--- src/hw/mrmc_pkg.sv ---
// Package with register map, field layout and timing constants of the receive mode block.
package mrmc_pkg;

    // ****************************************************************
    // Register map
    // ****************************************************************
    localparam logic [7:0]  ADDR_RX_MODE_CONFIG = 8'h00;
    localparam logic [7:0]  ADDR_CONTROL        = 8'h04;
    localparam logic [7:0]  ADDR_STATUS         = 8'h08;

    // ****************************************************************
    // Field positions and reset values
    // ****************************************************************
    localparam int          LIMIT_LSB       = 16;
    localparam int          LIMIT_W         = 11;
    localparam int          CTRL_ENABLE_BIT = 0;
    localparam logic [10:0] LIMIT_RESET     = 11'h5ee;
    localparam logic [31:0] RMC_WRITE_MASK  = 32'h07ff_003f;

    // ****************************************************************
    // Frame and timing constants
    // ****************************************************************
    localparam int          LEN_W           = 12;
    localparam int          HDR_BYTES       = 18;
    localparam int          LOOP_TICK_NS    = 400;
    localparam int          CLK_NS          = 50;
    localparam int          LOOP_TICK_CYC   = LOOP_TICK_NS / CLK_NS;
    localparam int          PAUSE_QUANTUM   = 512;
    localparam logic [47:0] PAUSE_DA        = 48'h0180_c200_0001;
    localparam logic [15:0] PAUSE_TYPE      = 16'h8808;
    localparam logic [15:0] PAUSE_OPCODE    = 16'h0001;

    // Software-visible mode register, bit 31 down to bit 0.
    typedef struct packed {
        logic [4:0]  rsv_hi;
        logic [10:0] frame_length_limit;
        logic [9:0]  rsv_lo;
        logic        pause_honor_enable;
        logic        broadcast_drop;
        logic        accept_all_frames;
        logic        mii_mode;
        logic        rx_block_during_tx;
        logic        loopback;
    } mrmc_mode_type;

    // One symbol step on the receive side, from pins or from loopback.
    typedef struct packed {
        logic       step;
        logic       stop;
        logic [3:0] data;
    } mrmc_sym_type;

endpackage : mrmc_pkg

--- src/hw/mrmc_top.sv ---
// Receive mode control of an Ethernet MAC with length check, filtering, pause and loopback.
//
// Functional notes
// Software writes the mode register only while the controller is disabled.
// Frame length limit sits in bits 26 to 16 and resets to 1518.
// Length counts from first destination byte through the CRC inclusive.
// A transmit frame above the limit raises the transmit oversize event.
// A receive frame above the limit raises its event and the long-frame flag.
// Software should program 1518, or 1522 for tagged frames.
// With bit 5 set, received pause frames stop data transmission for their time.
// With bit 4 set, frames to the all-ones address are rejected.
// With bit 3 set, every received frame is accepted; the code still rejects frames to the all-ones address when bit 4 is also set.
// Bit 2 selects serial seven-wire mode at 0 or MII mode at 1.
// Bit 1 set blocks reception while transmitting; clear lets both run. The code drops only frames whose reception starts while tx_busy is set.
// Loopback returns transmitted frames to receive and keeps transmit pins low.
// In loopback the transmit path is timed from the internal clock.
// Software keeps bit 1 clear whenever loopback is enabled.
// Software writes zeros to bits 31 to 27 and 15 to 6.
// Otherwise frames are accepted by normal destination address recognition.
//
// Design decisions made here: the register addresses and the address-and-strobe port.
`timescale 1ns/1ps
module mrmc_top (
    input  wire logic        clk_i,
    input  wire logic        rst_n_i,
    input  wire logic [7:0]  addr_i,
    input  wire logic [31:0] wr_data_i,
    input  wire logic        wr_i,
    input  wire logic        rd_i,
    output logic      [31:0] rd_data_o,
    input  wire logic [47:0] station_addr_i,
    input  wire logic [7:0]  tx_data_i,
    input  wire logic        tx_valid_i,
    input  wire logic        tx_last_i,
    output logic             tx_ready_o,
    input  wire logic        external_tx_clock_i,
    output logic      [3:0]  txd_o,
    output logic             tx_en_o,
    input  wire logic        rx_clk_i,
    input  wire logic        rx_dv_i,
    input  wire logic [3:0]  rxd_i,
    output logic             rx_done_o,
    output logic             rx_accept_o,
    output logic             long_frame_flag_o,
    output logic             tx_oversize_event_o,
    output logic             rx_oversize_event_o
);
    // ****************************************************************
    // Pin synchronisers
    // ****************************************************************
    logic [6:0] sync1_ff;
    logic [6:0] sync2_ff;
    logic [1:0] clk_prev_ff;
    logic       dv_prev_ff;

    always_ff @(posedge clk_i or negedge rst_n_i) begin
        if (!rst_n_i) begin
            sync1_ff    <= '0;
            sync2_ff    <= '0;
            clk_prev_ff <= '0;
            dv_prev_ff  <= 1'b0;
        end else begin
            sync1_ff    <= {external_tx_clock_i, rx_clk_i, rx_dv_i, rxd_i};
            sync2_ff    <= sync1_ff;
            clk_prev_ff <= sync2_ff[6:5];
            dv_prev_ff  <= sync2_ff[4];
        end
    end

    // ****************************************************************
    // Registers
    // ****************************************************************
    mrmc_pkg::mrmc_mode_type mode_ff;
    mrmc_pkg::mrmc_mode_type nxt_mode;
    logic                    enable_ff;
    logic                    nxt_enable;
    logic [31:0]             nxt_rd_data;
    logic                    paused_ff;
    logic                    tx_busy;
    logic                    rx_busy_ff;

    always_comb begin
        nxt_mode    = mode_ff;
        nxt_enable  = enable_ff;
        nxt_rd_data = 32'h0000_0000;
        if (wr_i && (addr_i == mrmc_pkg::ADDR_RX_MODE_CONFIG)) begin
            nxt_mode = mrmc_pkg::mrmc_mode_type'(wr_data_i & mrmc_pkg::RMC_WRITE_MASK);
        end
        if (wr_i && (addr_i == mrmc_pkg::ADDR_CONTROL)) begin
            nxt_enable = wr_data_i[mrmc_pkg::CTRL_ENABLE_BIT];
        end
        if (rd_i) begin
            case (addr_i)
                mrmc_pkg::ADDR_RX_MODE_CONFIG: nxt_rd_data = 32'(mode_ff);
                mrmc_pkg::ADDR_CONTROL:        nxt_rd_data = {31'h0, enable_ff};
                mrmc_pkg::ADDR_STATUS:         nxt_rd_data = {29'h0, rx_busy_ff, tx_busy,
                                                              paused_ff};
                default:                       nxt_rd_data = 32'h0000_0000;
            endcase
        end
    end

    always_ff @(posedge clk_i or negedge rst_n_i) begin
        if (!rst_n_i) begin
            mode_ff                    <= '0;
            mode_ff.frame_length_limit <= mrmc_pkg::LIMIT_RESET;
            enable_ff                  <= 1'b0;
            rd_data_o                  <= 32'h0000_0000;
        end else begin
            mode_ff   <= nxt_mode;
            enable_ff <= nxt_enable;
            rd_data_o <= nxt_rd_data;
        end
    end

    // ****************************************************************
    // Transmit timing
    // ****************************************************************
    logic [3:0] div_ff;
    logic [3:0] nxt_div;
    logic       tx_tick;

    always_comb begin
        nxt_div = (div_ff == 4'(mrmc_pkg::LOOP_TICK_CYC - 1)) ? 4'h0 : div_ff + 4'h1;
        tx_tick = enable_ff && (mode_ff.loopback ? (div_ff == 4'h0)
                                : (sync2_ff[6] && !clk_prev_ff[1]));
    end

    always_ff @(posedge clk_i or negedge rst_n_i) begin
        if (!rst_n_i) begin
            div_ff <= 4'h0;
        end else begin
            div_ff <= nxt_div;
        end
    end

    // ****************************************************************
    // Transmit engine
    // ****************************************************************
    typedef enum logic [1:0] {TX_IDLE, TX_SEND, TX_STOP} mrmc_tx_state_type;
    mrmc_tx_state_type tx_st_ff;
    mrmc_tx_state_type nxt_tx_st;
    logic [7:0]        tx_byte_ff;
    logic [7:0]        nxt_tx_byte;
    logic [2:0]        tx_ph_ff;
    logic [2:0]        nxt_tx_ph;
    logic              tx_last_ff;
    logic              nxt_tx_last;
    logic [3:0]        nxt_txd;
    logic              nxt_tx_en;
    logic              nxt_ready;
    logic [3:0]        tx_piece;
    logic              piece_end;
    mrmc_pkg::mrmc_sym_type lb_sym;

    always_comb begin
        nxt_tx_st   = tx_st_ff;
        nxt_tx_byte = tx_byte_ff;
        nxt_tx_ph   = tx_ph_ff;
        nxt_tx_last = tx_last_ff;
        nxt_txd     = txd_o;
        nxt_tx_en   = tx_en_o;
        nxt_ready   = 1'b0;
        tx_piece    = mode_ff.mii_mode ? (tx_ph_ff[0] ? tx_byte_ff[7:4] : tx_byte_ff[3:0])
                                       : {3'h0, tx_byte_ff[tx_ph_ff]};
        piece_end   = mode_ff.mii_mode ? tx_ph_ff[0] : (tx_ph_ff == 3'h7);
        lb_sym      = '0;
        case (tx_st_ff)
            TX_IDLE: begin
                if (enable_ff && tx_valid_i && !paused_ff) begin
                    nxt_tx_st   = TX_SEND;
                    nxt_tx_byte = tx_data_i;
                    nxt_tx_last = tx_last_i;
                    nxt_tx_ph   = 3'h0;
                    nxt_ready   = 1'b1;
                end
            end
            TX_SEND: begin
                if (tx_tick) begin
                    nxt_txd     = mode_ff.loopback ? 4'h0 : tx_piece;
                    nxt_tx_en   = !mode_ff.loopback;
                    lb_sym.step = mode_ff.loopback;
                    lb_sym.data = tx_piece;
                    nxt_tx_ph   = tx_ph_ff + 3'h1;
                    if (piece_end) begin
                        nxt_tx_ph = 3'h0;
                        if (tx_last_ff || !tx_valid_i) begin
                            nxt_tx_st = TX_STOP;
                        end else begin
                            nxt_tx_byte = tx_data_i;
                            nxt_tx_last = tx_last_i;
                            nxt_ready   = 1'b1;
                        end
                    end
                end
            end
            TX_STOP: begin
                if (tx_tick) begin
                    nxt_txd     = 4'h0;
                    nxt_tx_en   = 1'b0;
                    lb_sym.stop = mode_ff.loopback;
                    nxt_tx_st   = TX_IDLE;
                end
            end
            default: nxt_tx_st = TX_IDLE;
        endcase
        if (!enable_ff) begin
            nxt_tx_st = TX_IDLE;
            nxt_txd   = 4'h0;
            nxt_tx_en = 1'b0;
        end
    end

    always_ff @(posedge clk_i or negedge rst_n_i) begin
        if (!rst_n_i) begin
            tx_st_ff   <= TX_IDLE;
            tx_byte_ff <= 8'h00;
            tx_ph_ff   <= 3'h0;
            tx_last_ff <= 1'b0;
            txd_o      <= 4'h0;
            tx_en_o    <= 1'b0;
            tx_ready_o <= 1'b0;
        end else begin
            tx_st_ff   <= nxt_tx_st;
            tx_byte_ff <= nxt_tx_byte;
            tx_ph_ff   <= nxt_tx_ph;
            tx_last_ff <= nxt_tx_last;
            txd_o      <= nxt_txd;
            tx_en_o    <= nxt_tx_en;
            tx_ready_o <= nxt_ready;
        end
    end

    assign tx_busy = (tx_st_ff != TX_IDLE);

    mrmc_len_check u_tx_len (
        .clk_i        (clk_i),
        .rst_n_i      (rst_n_i),
        .clear_i      (!tx_busy),
        .byte_i       (nxt_ready),
        .limit_i      (mode_ff.frame_length_limit),
        .over_o       (),
        .over_pulse_o (tx_oversize_event_o)
    );

    // ****************************************************************
    // Receive engine
    // ****************************************************************
    mrmc_pkg::mrmc_sym_type rx_sym;
    logic [7:0]  hdr_ff [mrmc_pkg::HDR_BYTES];
    logic [7:0]  nxt_hdr [mrmc_pkg::HDR_BYTES];
    logic [7:0]  rx_sh_ff;
    logic [7:0]  nxt_rx_sh;
    logic [2:0]  rx_ph_ff;
    logic [2:0]  nxt_rx_ph;
    logic [4:0]  rx_idx_ff;
    logic [4:0]  nxt_rx_idx;
    logic        rx_drop_ff;
    logic        nxt_rx_drop;
    logic        nxt_rx_busy;
    logic        rx_byte;
    logic        rx_over;
    logic        nxt_done;
    logic        nxt_accept;
    logic        nxt_long;
    logic [47:0] da;
    logic        is_bcast;
    logic        is_pause;
    logic [24:0] pause_bits_ff;
    logic [24:0] nxt_pause_bits;

    always_comb begin
        rx_sym      = lb_sym;
        if (!mode_ff.loopback) begin
            rx_sym.step = enable_ff && sync2_ff[5] && !clk_prev_ff[0] && sync2_ff[4];
            rx_sym.stop = enable_ff && dv_prev_ff && !sync2_ff[4];
            rx_sym.data = sync2_ff[3:0];
        end
        nxt_hdr     = hdr_ff;
        nxt_rx_sh   = rx_sh_ff;
        nxt_rx_ph   = rx_ph_ff;
        nxt_rx_idx  = rx_idx_ff;
        nxt_rx_drop = rx_drop_ff;
        nxt_rx_busy = rx_busy_ff;
        rx_byte     = 1'b0;
        nxt_done    = 1'b0;
        nxt_accept  = rx_accept_o;
        nxt_long    = long_frame_flag_o;
        for (int i = 0; i < 6; i++) begin
            da[47 - 8*i -: 8] = hdr_ff[i];
        end
        is_bcast = (da == 48'hffff_ffff_ffff);
        is_pause = (da == mrmc_pkg::PAUSE_DA) && ({hdr_ff[12], hdr_ff[13]} ==
                   mrmc_pkg::PAUSE_TYPE) && ({hdr_ff[14], hdr_ff[15]} == mrmc_pkg::PAUSE_OPCODE);
        nxt_pause_bits = pause_bits_ff;
        if (tx_tick && (pause_bits_ff != '0)) begin
            nxt_pause_bits = (mode_ff.mii_mode && pause_bits_ff > 25'h3)
                             ? pause_bits_ff - 25'h4 : pause_bits_ff - 25'h1;
        end
        if (rx_sym.step) begin
            if (!rx_busy_ff) begin
                nxt_rx_busy = 1'b1;
                nxt_rx_drop = mode_ff.rx_block_during_tx && tx_busy;
                nxt_rx_idx  = 5'h0;
                nxt_rx_ph   = 3'h0;
            end
            if (mode_ff.mii_mode) begin
                nxt_rx_sh = {rx_sym.data, rx_sh_ff[7:4]};
                rx_byte   = nxt_rx_ph[0];
            end else begin
                nxt_rx_sh = {rx_sym.data[0], rx_sh_ff[7:1]};
                rx_byte   = (nxt_rx_ph == 3'h7);
            end
            nxt_rx_ph = nxt_rx_ph + 3'h1;
            if (rx_byte && (nxt_rx_idx < 5'(mrmc_pkg::HDR_BYTES))) begin
                nxt_hdr[nxt_rx_idx] = nxt_rx_sh;
                nxt_rx_idx          = nxt_rx_idx + 5'h1;
            end
        end else if (rx_sym.stop && rx_busy_ff) begin
            nxt_rx_busy = 1'b0;
            if (!rx_drop_ff) begin
                nxt_done   = 1'b1;
                nxt_long   = rx_over;
                nxt_accept = (is_bcast && mode_ff.broadcast_drop) ? 1'b0
                           : mode_ff.accept_all_frames ? 1'b1
                           : (is_bcast || da == station_addr_i);
                if (mode_ff.pause_honor_enable && is_pause &&
                    (rx_idx_ff == 5'(mrmc_pkg::HDR_BYTES))) begin
                    nxt_pause_bits = 25'({hdr_ff[16], hdr_ff[17]}) *
                                     25'(mrmc_pkg::PAUSE_QUANTUM);
                end
            end
        end
        if (!enable_ff) begin
            nxt_rx_busy    = 1'b0;
            nxt_pause_bits = '0;
        end
    end

    always_ff @(posedge clk_i or negedge rst_n_i) begin
        if (!rst_n_i) begin
            hdr_ff            <= '{default: 8'h00};
            rx_sh_ff          <= 8'h00;
            rx_ph_ff          <= 3'h0;
            rx_idx_ff         <= 5'h0;
            rx_drop_ff        <= 1'b0;
            rx_busy_ff        <= 1'b0;
            rx_done_o         <= 1'b0;
            rx_accept_o       <= 1'b0;
            long_frame_flag_o <= 1'b0;
            pause_bits_ff     <= '0;
            paused_ff         <= 1'b0;
        end else begin
            hdr_ff            <= nxt_hdr;
            rx_sh_ff          <= nxt_rx_sh;
            rx_ph_ff          <= nxt_rx_ph;
            rx_idx_ff         <= nxt_rx_idx;
            rx_drop_ff        <= nxt_rx_drop;
            rx_busy_ff        <= nxt_rx_busy;
            rx_done_o         <= nxt_done;
            rx_accept_o       <= nxt_accept;
            long_frame_flag_o <= nxt_long;
            pause_bits_ff     <= nxt_pause_bits;
            paused_ff         <= (nxt_pause_bits != '0);
        end
    end

    mrmc_len_check u_rx_len (
        .clk_i        (clk_i),
        .rst_n_i      (rst_n_i),
        .clear_i      (!rx_busy_ff || rx_drop_ff),
        .byte_i       (rx_byte),
        .limit_i      (mode_ff.frame_length_limit),
        .over_o       (rx_over),
        .over_pulse_o (rx_oversize_event_o)
    );

    // ****************************************************************
    // Assertions
    // ****************************************************************
    logic saw_over_ff;

    // Remembers a receive oversize event until the frame that caused it has ended.
    always_ff @(posedge clk_i or negedge rst_n_i) begin
        if (!rst_n_i) begin
            saw_over_ff <= 1'b0;
        end else begin
            saw_over_ff <= rx_oversize_event_o || (saw_over_ff && rx_busy_ff);
        end
    end

    AST_LIMIT_RESET: assert property (@(posedge clk_i) $rose(rst_n_i) |->
        mode_ff.frame_length_limit == 11'h5ee) else $error("limit reset value wrong");
    AST_LOOP_QUIET: assert property (@(posedge clk_i) disable iff (!rst_n_i)
        $past(mode_ff.loopback) && mode_ff.loopback |-> !tx_en_o && txd_o == 4'h0)
        else $error("transmit pins active in loopback");
    AST_PAUSE_HOLD: assert property (@(posedge clk_i) disable iff (!rst_n_i)
        paused_ff && tx_st_ff == TX_IDLE |=> tx_st_ff == TX_IDLE)
        else $error("frame started during pause");
    AST_BCAST_DROP: assert property (@(posedge clk_i) disable iff (!rst_n_i)
        nxt_done && is_bcast && mode_ff.broadcast_drop |=> !rx_accept_o)
        else $error("broadcast accepted while dropped");
    AST_PROMISC: assert property (@(posedge clk_i) disable iff (!rst_n_i)
        nxt_done && mode_ff.accept_all_frames && !mode_ff.broadcast_drop |=> rx_accept_o)
        else $error("frame rejected in accept-all mode");
    AST_BLOCK_RX: assert property (@(posedge clk_i) disable iff (!rst_n_i)
        rx_sym.step && !rx_busy_ff && tx_busy && mode_ff.rx_block_during_tx
        |=> rx_drop_ff) else $error("reception not blocked during transmit");
    AST_LOOP_TICK: assert property (@(posedge clk_i) disable iff (!rst_n_i)
        mode_ff.loopback && enable_ff && tx_tick
        |-> ##8 (tx_tick || !enable_ff || !mode_ff.loopback))
        else $error("loopback tick missing");
    AST_RX_LONG: assert property (@(posedge clk_i) disable iff (!rst_n_i)
        rx_done_o |-> long_frame_flag_o == saw_over_ff)
        else $error("long flag disagrees with oversize event");
    AST_TX_OVER: assert property (@(posedge clk_i) disable iff (!rst_n_i)
        tx_oversize_event_o |-> tx_busy || $past(tx_busy))
        else $error("transmit oversize outside a frame");

endmodule : mrmc_top

--- src/hw/mrmc_len_check.sv ---
// Frame byte counter that flags a frame longer than the programmed limit.
`timescale 1ns/1ps
module mrmc_len_check #(
    parameter int LEN_W = mrmc_pkg::LEN_W
) (
    input  wire logic              clk_i,
    input  wire logic              rst_n_i,
    input  wire logic              clear_i,
    input  wire logic              byte_i,
    input  wire logic [10:0]       limit_i,
    output logic                   over_o,
    output logic                   over_pulse_o
);
    logic [LEN_W-1:0] count_ff;
    logic [LEN_W-1:0] nxt_count;
    logic             over_ff;
    logic             nxt_over;
    logic             pulse_ff;
    logic             nxt_pulse;

    always_comb begin
        nxt_count = clear_i ? '0 : count_ff;
        nxt_over  = clear_i ? 1'b0 : over_ff;
        nxt_pulse = 1'b0;
        // A byte in the clearing cycle is the first byte of a new frame.
        if (byte_i && (nxt_count != '1)) begin
            nxt_count = nxt_count + LEN_W'(1);
            if ((nxt_count > LEN_W'(limit_i)) && !nxt_over) begin
                nxt_over  = 1'b1;
                nxt_pulse = 1'b1;
            end
        end
    end

    always_ff @(posedge clk_i or negedge rst_n_i) begin
        if (!rst_n_i) begin
            count_ff <= '0;
            over_ff  <= 1'b0;
            pulse_ff <= 1'b0;
        end else begin
            count_ff <= nxt_count;
            over_ff  <= nxt_over;
            pulse_ff <= nxt_pulse;
        end
    end

    assign over_o       = over_ff;
    assign over_pulse_o = pulse_ff;

endmodule : mrmc_len_check

--- config.mk ---
export PLATFORM = sky130hd
export DESIGN_NAME = mrmc_top
export DESIGN_NICKNAME = d
export VERILOG_FILES = /design/src/hw/mrmc_pkg.sv /design/src/hw/mrmc_top.sv /design/src/hw/mrmc_len_check.sv
export SDC_FILE = /design/constraint.sdc
export NUM_CORES = 1
export LEC_CHECK = 0
export BUFFER_PORTS_ARGS = -buffer_cell sky130_fd_sc_hd__buf_2
export CAP_MARGIN = 30
export CORE_MARGIN = 3
export CORE_UTILIZATION = 30
export CTS_BUF_LIST = sky130_fd_sc_hd__clkbuf_4 sky130_fd_sc_hd__clkbuf_8 sky130_fd_sc_hd__clkbuf_16
export DETAILED_ROUTE_END_ITERATION = 10
export PLACE_DENSITY = 0.5
export SLEW_MARGIN = 20
export SYNTH_ARGS = -nofsm -noshare
export SYNTH_HDL_FRONTEND = slang
export SYNTH_SLANG_ARGS = --single-unit
--- constraint.sdc ---
create_clock -name clk_i -period 4.06 [get_ports clk_i]
set_input_delay 0.203 -clock clk_i [delete_from_list [all_inputs] [get_ports clk_i]]
set_output_delay 0.203 -clock clk_i [all_outputs]
set_load 0.01 [all_outputs]
## After elaboration in Yosys (flattened, before gate mapping)

Index checks and enable logic that the tools add are counted.

- Add/subtract/negate cells: 8
- Magnitude comparators: 7
- Eq/ne operators: 26
- Muxes and demuxes: 92
- Bitwise logic cells: 4
- Reductions and logical operators: 52

Operators with widths:

| operator | count |
|---|---|
| $mux W25 | 7 |
| $bwmux W144 | 1 |
| $pmux W27 S3 | 1 |
| $mux W8 | 7 |
| $reduce_bool A25 Y1 | 2 |
| $eq A48 B41 Y1 const B | 1 |
| $eq A48 B48 Y1 | 1 |
| $eq A48 B48 Y1 const B | 1 |
| $mux W12 | 4 |
| $demux W8 S5 | 1 |
| $mux W1 | 38 |
| $mux W4 | 9 |
| $mux W27 | 1 |
| $logic_and A1 B1 Y1 | 26 |
| $gt A25 B2 Y1 const B | 1 |
| $sub A25 B1 Y25 const B | 1 |
| $sub A25 B3 Y25 const B | 1 |
| $add A12 B1 Y12 const B | 2 |
| $gt A12 B11 Y1 | 2 |
| $ne A12 B12 Y1 const B | 2 |
| $eq A16 B1 Y1 const B | 1 |
| $eq A16 B16 Y1 const B | 1 |
| $pmux W8 S2 | 1 |
| $mux W3 | 5 |
| other kinds (36) | 72 |

- Register bits after elaboration: 310
- Output and inout bits: 43

## Depth between registers and ports, before layout

Gate-level depths: netlist of the first run.

- Depth after elaboration: 14
- Depth in mapped cells: 17
- Gate-level depth less buffers: 16

## Cells and area by module

Synthesis of the first run repeated with hierarchy kept, for this count alone.

- Cells, all modules: 1284
- Area total of the unflattened synthesis: 12644.6 um2

By module, submodules not included:

| module | instances | cells an instance | area an instance (um2) | seq. area each (um2) |
|---|---|---|---|---|
| mrmc_top | 1 | 1004 | 10252.3 | 5465.2 |
| mrmc_len_check | 2 | 140 | 1196.1 | 350.3 |

## Worst setup path before layout of the first run

OpenSTA, ideal clock, no wires.

- Kind: register to register
- Start: register rx_busy_ff
- End: register u_rx_len.over_ff (netlist: u_rx_len.over_o)
- Library setup time: 124 ps
- Arrival: 3260 ps
- Required time: 3936 ps
- Setup slack: 676 ps
- Cell stages (with the launch flop): 17
- Buffers on the path: 1
- Path through: dfrtp_1 > inv_1 > nor2_1 > clkbuf_1 > and2_1 > ha_1 > and3_1 > and3_1 > inv_1 > nor3_1 > xnor2_1 > ha_1 > nand4_1 > o32ai_1 > a21oi_1 > o21ai_0 > nand2_1

- Word-level cells in the longest chain between the ends: 8
- Elaborated cells between the ends (all ways): 18

Ends and longest elaborated chain:

| what | line | text |
|---|---|---|
| from (decl) | mrmc_top.sv:80 | `logic rx_busy_ff;` |
| from (signal assigned) | mrmc_top.sv:359 | `rx_busy_ff <= nxt_rx_busy;` |
| $logic_not A1 Y1 / $mux W3 (equally long branches) | mrmc_top.sv:371, mrmc_top.sv:301 |  |
| $logic_or A1 B1 Y1 / $mux W3 (equally long branches) | mrmc_top.sv:371, mrmc_top.sv:300 |  |
| $mux W12 / $eq A3 B3 Y1 (equally long branches) | mrmc_len_check.sv:22, mrmc_top.sv:312 |  |
| $add A12 B1 Y12 / $mux W1 (equally long branches) | mrmc_len_check.sv:27, mrmc_top.sv:307 |  |
| $gt A12 B11 Y1 / $mux W1 (equally long branches) | mrmc_len_check.sv:28, mrmc_top.sv:300 |  |
| $logic_and A1 B1 Y1 / $mux W1 (equally long branches) | mrmc_len_check.sv:28, mrmc_top.sv:300 |  |
| $mux W1 / $logic_and A1 B1 Y1 (equally long branches) | mrmc_len_check.sv:28, mrmc_len_check.sv:26 |  |
| $mux W1 (*) | mrmc_len_check.sv:26 | `if (byte_i && (nxt_count != '1)) begin` |
| via u_rx_len.nxt_over | mrmc_len_check.sv:17 | `logic nxt_over;` |
| to (signal assigned) | mrmc_len_check.sv:42 | `over_ff <= nxt_over;` |
| to (decl) | mrmc_len_check.sv:16 | `logic over_ff;` |

Mark *: on every way through the listed nets, which the timed path passes. The rest lies on a longest branch. The select of a mux whose other input is x is not followed.
A chain may end at the register's enable or synchronous reset.

## Worst setup path in the final report of the first run

- Start: register div_ff[0]
- End: register paused_ff

- Word-level cells in the longest chain between the ends: 11
- Elaborated cells between the ends (all ways): 16

Ends and longest elaborated chain:

| what | line | text |
|---|---|---|
| from (decl) | mrmc_top.sv:119 | `logic [3:0] div_ff;` |
| from (signal assigned) | mrmc_top.sv:133 | `div_ff <= nxt_div;` |
| $logic_not A4 Y1 (*) | mrmc_top.sv:125 | `tx_tick = enable_ff && (mode_ff.loopback ? (div_ff == 4'h0)` |
| $mux W1 (*) | mrmc_top.sv:125 |  |
| $logic_and A1 B1 Y1 (*) | mrmc_top.sv:125 |  |
| $logic_and A1 B1 Y1 / $mux W1 (equally long branches) | mrmc_top.sv:296, mrmc_top.sv:179, mrmc_top.sv:198 |  |
| $mux W25 / $mux W1 (equally long branches) | mrmc_top.sv:296, mrmc_top.sv:168 |  |
| $mux W25 / $mux W6 (equally long branches) | mrmc_top.sv:327, mrmc_top.sv:274 |  |
| $mux W25 / $logic_and A1 B1 Y1 (equally long branches) | mrmc_top.sv:321, mrmc_top.sv:319 |  |
| $mux W25 | mrmc_top.sv:319 | `end else if (rx_sym.stop && rx_busy_ff) begin` |
| $mux W25 (*) | mrmc_top.sv:300 | `if (rx_sym.step) begin` |
| $mux W25 (*) | mrmc_top.sv:334 | `if (!enable_ff) begin` |
| via nxt_pause_bits[10] | mrmc_top.sv:270 | `logic [24:0] nxt_pause_bits;` |
| $reduce_bool A25 Y1 (*) | mrmc_top.sv:364 | `paused_ff <= (nxt_pause_bits != '0);` |
| to (signal assigned) | mrmc_top.sv:364 |  |
| to (decl) | mrmc_top.sv:78 | `logic paused_ff;` |

Mark *: on every way through the listed nets, which the timed path passes. The rest lies on a longest branch.

==> key figures, run 1 <==
Run status
  – Status: finished clean

Layout
  – Register Area: 6170 um2
  – Share of cells above drive strength 1: 20.1%
  – Ant. Diodes: 0
  – Multi-input combinational cell area: 5730 um2
  – Fillers: 4039
  – Nets: 1548
  – Fin area: 15000 um2
  – Syn-to-layout area delta: 21.2%

Logic synthesis
  – Post-synth cell types: 82
  – Post-synthesis sequential area ratio: 50.0%
  – Seq cells post-synth: 246
  – Synth warn: 0
  – Avg Synthesized Cell Area: 9.97 um2
  – Synth Instances: 1237
  – Post-Syn Area: 12300 um2
  – Post-synthesis async set-or-reset flop share: 100%
  – Post-synth EDFFs: 0
  – Top FF cell, synth: dfrtp_1

Timing
  – Worst Tran Pin Value: 876 ps
  – Peak Freq: 282 MHz
  – RSZ-0062 raised after global routing: no
  – Setup violators final: 0
  – Hold Fails Final Rpt: 0
  – Worst Clk Skew: 20.3 ps
  – Crit share post-route: 87.5%
  – Final Max Tran Viols: 0
  – Final min period: 3550 ps
  – Sum Neg Setup Slack: 0 ps
  – Slew HR: 41.3%

Die
  – Initial core utilization: 30.7%
  – Ports: 152
  – Die W: 209 um
  – Die height: 209 um
  – FP Rows: 73
  – Die area: 43600 um2
  – CORE AREA: 40200 um2

Global routing
  – Vias in the first global route: 9446
  – Initial antenna violation count: 1
  – Global routing's busiest layer: met2
  – Met2 usage in global routing: 24.3%
  – First-pass GRT wire length: 53400 um
  – Pin count of the biggest net entering global routing: 101
  – GRT overflow: 0
  – GRT Total Usage: 15.1%
  – Met3 GRT Util: 2.55%
  – Met1 Track Usage GR: 21.4%

Run
  – Max Cap Viol: 0

Placed design
  – Count of buffers from port buffering: 121
  – RD Place Congestion: 0.827
  – DP HPWL: 24300 um
  – DP Area: 13600 um2

Setup path
  – Worst Setup End Kind: flop
  – WS Path Type: flop to flop
  – WP data arrival: 3940 ps
  – Max FO, Critical Path: 10
  – CP Launch Type: flop
  – CP required: 4450 ps

Clock network
  – Clock buffer count from CTS: 28
  – Clock slew seen by the registers of the worst setup and hold paths: 60 ps
  – Skew-Pair Late Insertion Delay: 550 ps
  – Clock Sinks: 246
  – CTS tree: built
  – CTS resizes: 0
  – H-tree depth: 1
  – Root buffer cell: clkbuf_16
  – Maximum buffer depth of the clock tree: 3

Power and ir drop
  – Pleak: 7.25 nW
  – Worst IR Drop VDD: 0.234 mV
  – Pwr/cell area: 384 nW/um2

Routing
  – Vias per cell: 4.82
  – DRT Pass-1 Iters: 5
  – DR iter-0 viols: 456
  – Via count: 9379
  – DR DRC count: 0
  – Total Wirelength: 33400 um
  – Antenna viol nets, final: 0
  – Routed len/inst: 17.2 um

Min path
  – Hold WC Path Type: input port to flop
==> routing by layer <==
layer / wire [um] / share of wire (%) / vias up
li1: - / - / 4599
met1: 15900 / 48 / 4590
met2: 15500 / 46 / 147
met3: 1430 / 4.3 / 43
met4: 601 / 1.8 / 0
met5: 0 / 0 / -
==> flip-flops by register name, indices dropped and copies added, names as in the netlist, 8 cells and up <==
name,flops
u_rx_len.count_ff,12
da,48
mode_ff,17
hdr_ff,48
u_tx_len.count_ff,12
tx_byte_ff,8
pause_bits_ff,25
rd_data_o,17
==> power breakdown <==
group          internal, mW  switching, mW
clock                  1.73           1.05
combinational         0.179          0.215
sequential             2.52         0.0613
total                  4.42           1.33
==> worst paths after layout <==
path / start / end / slack [ps] / depth (start not counted)
min in group asynchronous: rst_n_i / tx_byte_ff[2]$_DFFE_PN0P_ / 300 / 2
max in group asynchronous: rst_n_i / hdr_ff[35]$_DFFE_PN0P_ / 2720 / 3
setup reg to reg: div_ff[0]$_DFF_PN0_ / paused_ff$_DFF_PN0_ / 510 / 13
hold / removal: addr_i[2] / enable_ff$_DFFE_PN0P_ / 30 / 3
hold reg to reg: sync1_ff[0]$_DFF_PN0_ / sync2_ff[0]$_DFF_PN0_ / 350 / 0
setup / recovery: div_ff[0]$_DFF_PN0_ / paused_ff$_DFF_PN0_ / 510 / 13
==> worst max-delay path, stage by stage, from the launching register on <==
cell and delay (ps):
dfrtp_1 400, inv_1 70, ha_1 160, nor4bb_1 340
o21ai_0 280, a31o_1 390, nor3_2 430, buf_4 210
or3b_1 360, xnor2_1 140, o211a_1 250, nor2_4 70
and4bb_1 190, nand4_1 110
==> through the flow <==
stage	util (%)	power (mW)	worst slack, ps	cells	hold slack (ps)
after floorplan	-	2.81	676	1251	-92.6
after global placement	33.7	2.99	590	1855	305
after detailed placement	33.7	3.00	528	1858	308
after CTS	37.2	5.82	502	1946	2.33
after global routing	37.2	5.98	210	1946	15.2
final	37.2	5.75	509	1946	27.8
==> cell usage after synthesis, types with 5 or more instances <==
cell type | instances | area share, %
a211oi_1 | 5 | 0.30
a21o_1 | 6 | 0.37
a21oi_1 | 105 | 4.3
and2_1 | 14 | 0.71
and3_1 | 15 | 0.76
buf_2 | 13 | 0.53
buf_4 | 16 | 0.97
clkbuf_1 | 36 | 1.1
dfrtp_1 | 238 | 48
dfstp_2 | 8 | 1.7
ha_1 | 39 | 4.0
inv_1 | 32 | 0.97
mux2_2 | 33 | 3.0
mux2i_1 | 10 | 0.81
nand2_1 | 104 | 3.2
nand2b_1 | 7 | 0.35
nand3_1 | 23 | 0.93
nand4_1 | 39 | 2.0
nor2_1 | 165 | 5.0
nor2b_1 | 7 | 0.35
nor3_1 | 28 | 1.1
nor4_1 | 35 | 1.8
nor4b_1 | 5 | 0.35
o21a_1 | 10 | 0.61
o21ai_0 | 35 | 1.4
o22ai_1 | 5 | 0.25
xnor2_1 | 24 | 1.7
xor2_1 | 90 | 6.4
==> timing repair <==
action	4_1_cts	5_1_grt
endpoints found under the hold margin	124	0
hold buffers	37	0
buffers inserted	0	0
==> cell usage in the layout (no fill, tap or decap), types with 5 or more instances in the layout <==
cell type        n
ha_1            39
clkbuf_8         5
clkinv_2         6
nor4b_1          5
nand2b_1         7
o21ai_0         35
nor3_1          28
nor4_1          35
dfstp_2          8
bufinv_16        5
inv_1           32
a21oi_1        105
nand3_1         23
nand4_1         39
xor2_1          90
a21o_1           6
dfrtp_1        238
nor2b_1          6
nor2_1         165
nand2_1        104
mux2_2          33
o22ai_1          5
mux2i_1          6
conb_1          15
buf_2          120
and3_1          15
xnor2_1         24
buf_4           30
and2_1          14
clkbuf_16       29
dlygate4sd3_1   37
o21a_1          10
==> kinds of logic (layout without fill, tap and decap cells) <==
logic type	count (synthesis)	in the layout	synth area share, %
flip-flops	246	246	50.0
buffers and inverters	105	275	4.21
AO/OA/AOI/OAI	201	201	9.76
multiplexers	45	45	4.19
XOR/XNOR	114	114	8.09
adder cells (fa/ha/maj)	39	39	3.96
other	1	15	0.0304
AND/OR/NAND/NOR	486	486	19.8
==> final cells by class <==
| cell class | count | area share, % |
|---|---|---|
| inverters | 32 | 0.803 |
| well taps | 525 | 4.39 |
| flip-flops and latches | 246 | 41.2 |
| repair buffers | 192 | 8.46 |
| clock buffers | 37 | 5.46 |
| clock inverters | 14 | 1.36 |
| multi-input cells | 900 | 38.3 |
Note: power is estimated with default switching activity, not from simulation.
==> run 2, diff against run 1 <==
Clock period 4.06 ns to 3.9 ns, I/O delays scaled along.
==> key figures, run 2 (synthesized netlist as in run 1, its figures left out) <==
Setup path
  – CP Launch Type: flop
  – WP data arrival: 3850 ps (-90 ps)
  – WS Path Type: flop to flop
  – CP required: 4310 ps (-140 ps)
  – Worst R2R Path Depth: 14 (+1)
  – Max incr delay on CP: 420 ps (about the same)
  – R2R Path Start: rx_drop_ff$_DFFE_PN0P_
  – Worst Setup End Kind: flop
  – WP depth: 14 (+1)
  – Cell Chain, Critical Path: nor2_1, and2_1, ha_1, and3_1, and3_1, inv_1, nor3_1, xnor2_1, ha_1, nand4_1, o32ai_1, a21oi_1, o21ai_0, nand2_1
  – CP max-delay cell: dfrtp_1
  – CP top delay family: simple AND/OR/NAND/NOR gates
  – Max FO, Critical Path: 5 (-5)
  – Worst Path Buf+Inv: 1 (-1)
  – Crit path from: rx_drop_ff$_DFFE_PN0P_

Layout
  – Fin cells: 1954 (+0.41%)
  – Syn-to-layout area delta: 21.7%
  – Nets: 1554 (+0.39%)
  – Most frequent cells in the layout: dfrtp_1 (238), nor2_1 (165), buf_2 (120)
  – Multi-input combinational cell area: 5730 um2 (unchanged)
  – Fillers: 4069 (+0.74%)
  – Share of cells above drive strength 1: 20.6% (+0.45 points)
  – Ant. Diodes: 0 (unchanged)
  – Commonest non-fill, non-tap cell in the layout: dfrtp_1
  – Register Area: 6170 um2 (unchanged)
  – Final design utilization: 37.4% (+0.15 points)

Timing
  – Crit share post-route: 88.1% (+0.65 points)
  – Final Max Tran Viols: 0 (unchanged)
  – Peak Freq: 291 MHz (+3.3%)
  – RSZ-0062 raised after global routing: no
  – Slew HR: 35.2% (-6.1 points)
  – Setup violators final: 0 (unchanged)
  – Hold Fails Final Rpt: 0 (unchanged)
  – Worst Clk Skew: 20.1 ps (-0.191 ps)
  – Worst Tran Pin Value: 972 ps (+95.7 ps)
  – Final min period: 3440 ps (-115 ps)
  – Sum Neg Setup Slack: 0 ps (unchanged)
  – PnR worst setup slack: 463 ps (-45.3 ps)

Power and ir drop
  – Clk pwr share: 48.5% (+0.2 points)
  – Pleak: 7.28 nW (+0.43%)
  – Combinational Power Share: 6.8% (about the same)
  – Net Sw Power: 1.37 mW (+3.3%)
  – Pwr/cell area: 400 nW/um2 (+4.0%)
  – Switch share: 22.8% (-0.23 points)
  – Sequential share of power: 44.7% (about the same)
  – Pint: 4.63 mW (+4.7%)
  – Worst IR Drop VDD: 0.294 mV (+26%)

Placed design
  – Cells after DPL: 1863 (+0.27%)
  – Count of buffers from port buffering: 121 (unchanged)
  – Dpl ws: 453 ps (-75.1 ps)
  – DP HPWL: 24300 um (about the same)
  – RD Place Congestion: 0.827 (about the same)

Clock network
  – H-tree depth: 1 (unchanged)
  – Skew-Pair Late Insertion Delay: 550 ps (about the same)
  – Maximum buffer depth of the clock tree: 3 (unchanged)
  – Clock slew seen by the registers of the worst setup and hold paths: 60 ps (about the same)
  – CTS resizes: 0 (unchanged)
  – Root buffer cell: clkbuf_16
  – Clock Sinks: 246 (unchanged)
  – Clock buffer count from CTS: 29 (+3.6%)
  – CTS tree: built

Die
  – Ports: 152 (unchanged)
  – FP Rows: 73 (unchanged)
  – Die height: 209 um (unchanged)
  – Die W: 209 um (unchanged)
  – Initial core utilization: 30.7% (unchanged)
  – CORE AREA: 40200 um2 (unchanged)
  – Die area: 43600 um2 (unchanged)

Routing
  – Vias per cell: 4.81 (-0.27%)
  – Antenna viol nets, final: 0 (unchanged)
  – Routed len/inst: 17.0 um (-0.71%)
  – DR DRC count: 0 (unchanged)
  – Total Wirelength: 33300 um (-0.30%)
  – DRT Pass-1 Iters: 5 (unchanged)
  – Via count: 9392 (+0.14%)
  – DR iter-0 viols: 513 (+13%)

Global routing
  – Initial antenna violation count: 1 (unchanged)
  – Pin count of the biggest net entering global routing: 126 (+25%)
  – First-pass GRT wire length: 53500 um (+0.19%)
  – GRT overflow: 0 (unchanged)
  – GRT Total Usage: 15.1% (+0.042 points)
  – Met3 GRT Util: 1.91% (-0.65 points)
  – Vias in the first global route: 9532 (+0.91%)
  – Global routing's busiest layer: met2
  – Met2 usage in global routing: 24.8% (+0.52 points)
  – Met1 Track Usage GR: 21.1% (-0.26 points)

Min path
  – Hold WC Path Type: input port to flop
  – Cell depth of the worst min-delay path: 3 (unchanged)
  – Worst hold start: addr_i[2]

Run
  – Max Cap Viol: 0 (unchanged)

Run status
  – Status: finished clean
run 2: what timing repair did:
item	in CTS	in global routing
endpoints found under the hold margin	156	0
hold buffers	37	0
setup buffers	0	0
run 2: final cells by class:
class	instances	area share (%)
multi-input combinational	900	38.1
timing repair buffer	197	8.59
clock buffer	38	5.49
inverter	32	0.800
tap	525	4.38
sequential	246	41.1
clock inverter	16	1.53
run 2: power groups by stage:
stage	registers (mW)	clock network [mW]	logic [mW]
5_1_grt	2.69	3.09	0.460
3_5_place_dp	2.73	0	0.393
6_report	2.68	2.91	0.409
3_3_place_gp	2.73	0	0.385
2_1_floorplan	2.69	0	0.236
4_1_cts	2.68	2.99	0.421
run 2: worst register-to-register path: cells and delay by family (launching register included):
family / cells / cell delay, ps
AOI/OAI and AO/OA: 3 / 640
xor gates and xnor gates: 1 / 160
adders and majority gates: 2 / 540
buffers and inverters: 1 / 60
DFF: 1 / 420
and+or+nand+nor: 7 / 1490
run 2: path summary, 6_finish.rpt:
kind | end | slack (ps)
worst max-delay path | u_rx_len.over_o$_DFF_PN0_ | 460
worst min-delay path | enable_ff$_DFFE_PN0P_ | 30
worst max register to register | u_rx_len.over_o$_DFF_PN0_ | 460
worst min register to register | sync2_ff[6]$_DFF_PN0_ | 350
max in group asynchronous | mode_ff[19]$_DFFE_PN1P_ | 2490
min in group asynchronous | tx_byte_ff[2]$_DFFE_PN0P_ | 330
run 2: metal layers:
layer,vias up,share of wire (%)
met5,-,0
met4,0,2.5
met3,47,3.3
met2,171,46
met1,4569,48
li1,4605,-
run 2: metrics by stage:
step                hold WS [ps]  power (mW)  cell area (um2)
floorplan                   -101        2.93            12400
global placement             304        3.11            13600
detailed placement           305        3.12            13600
CTS                         5.25        6.09            15000
global route                23.7        6.25            15000
finish                      30.9        6.00            15000
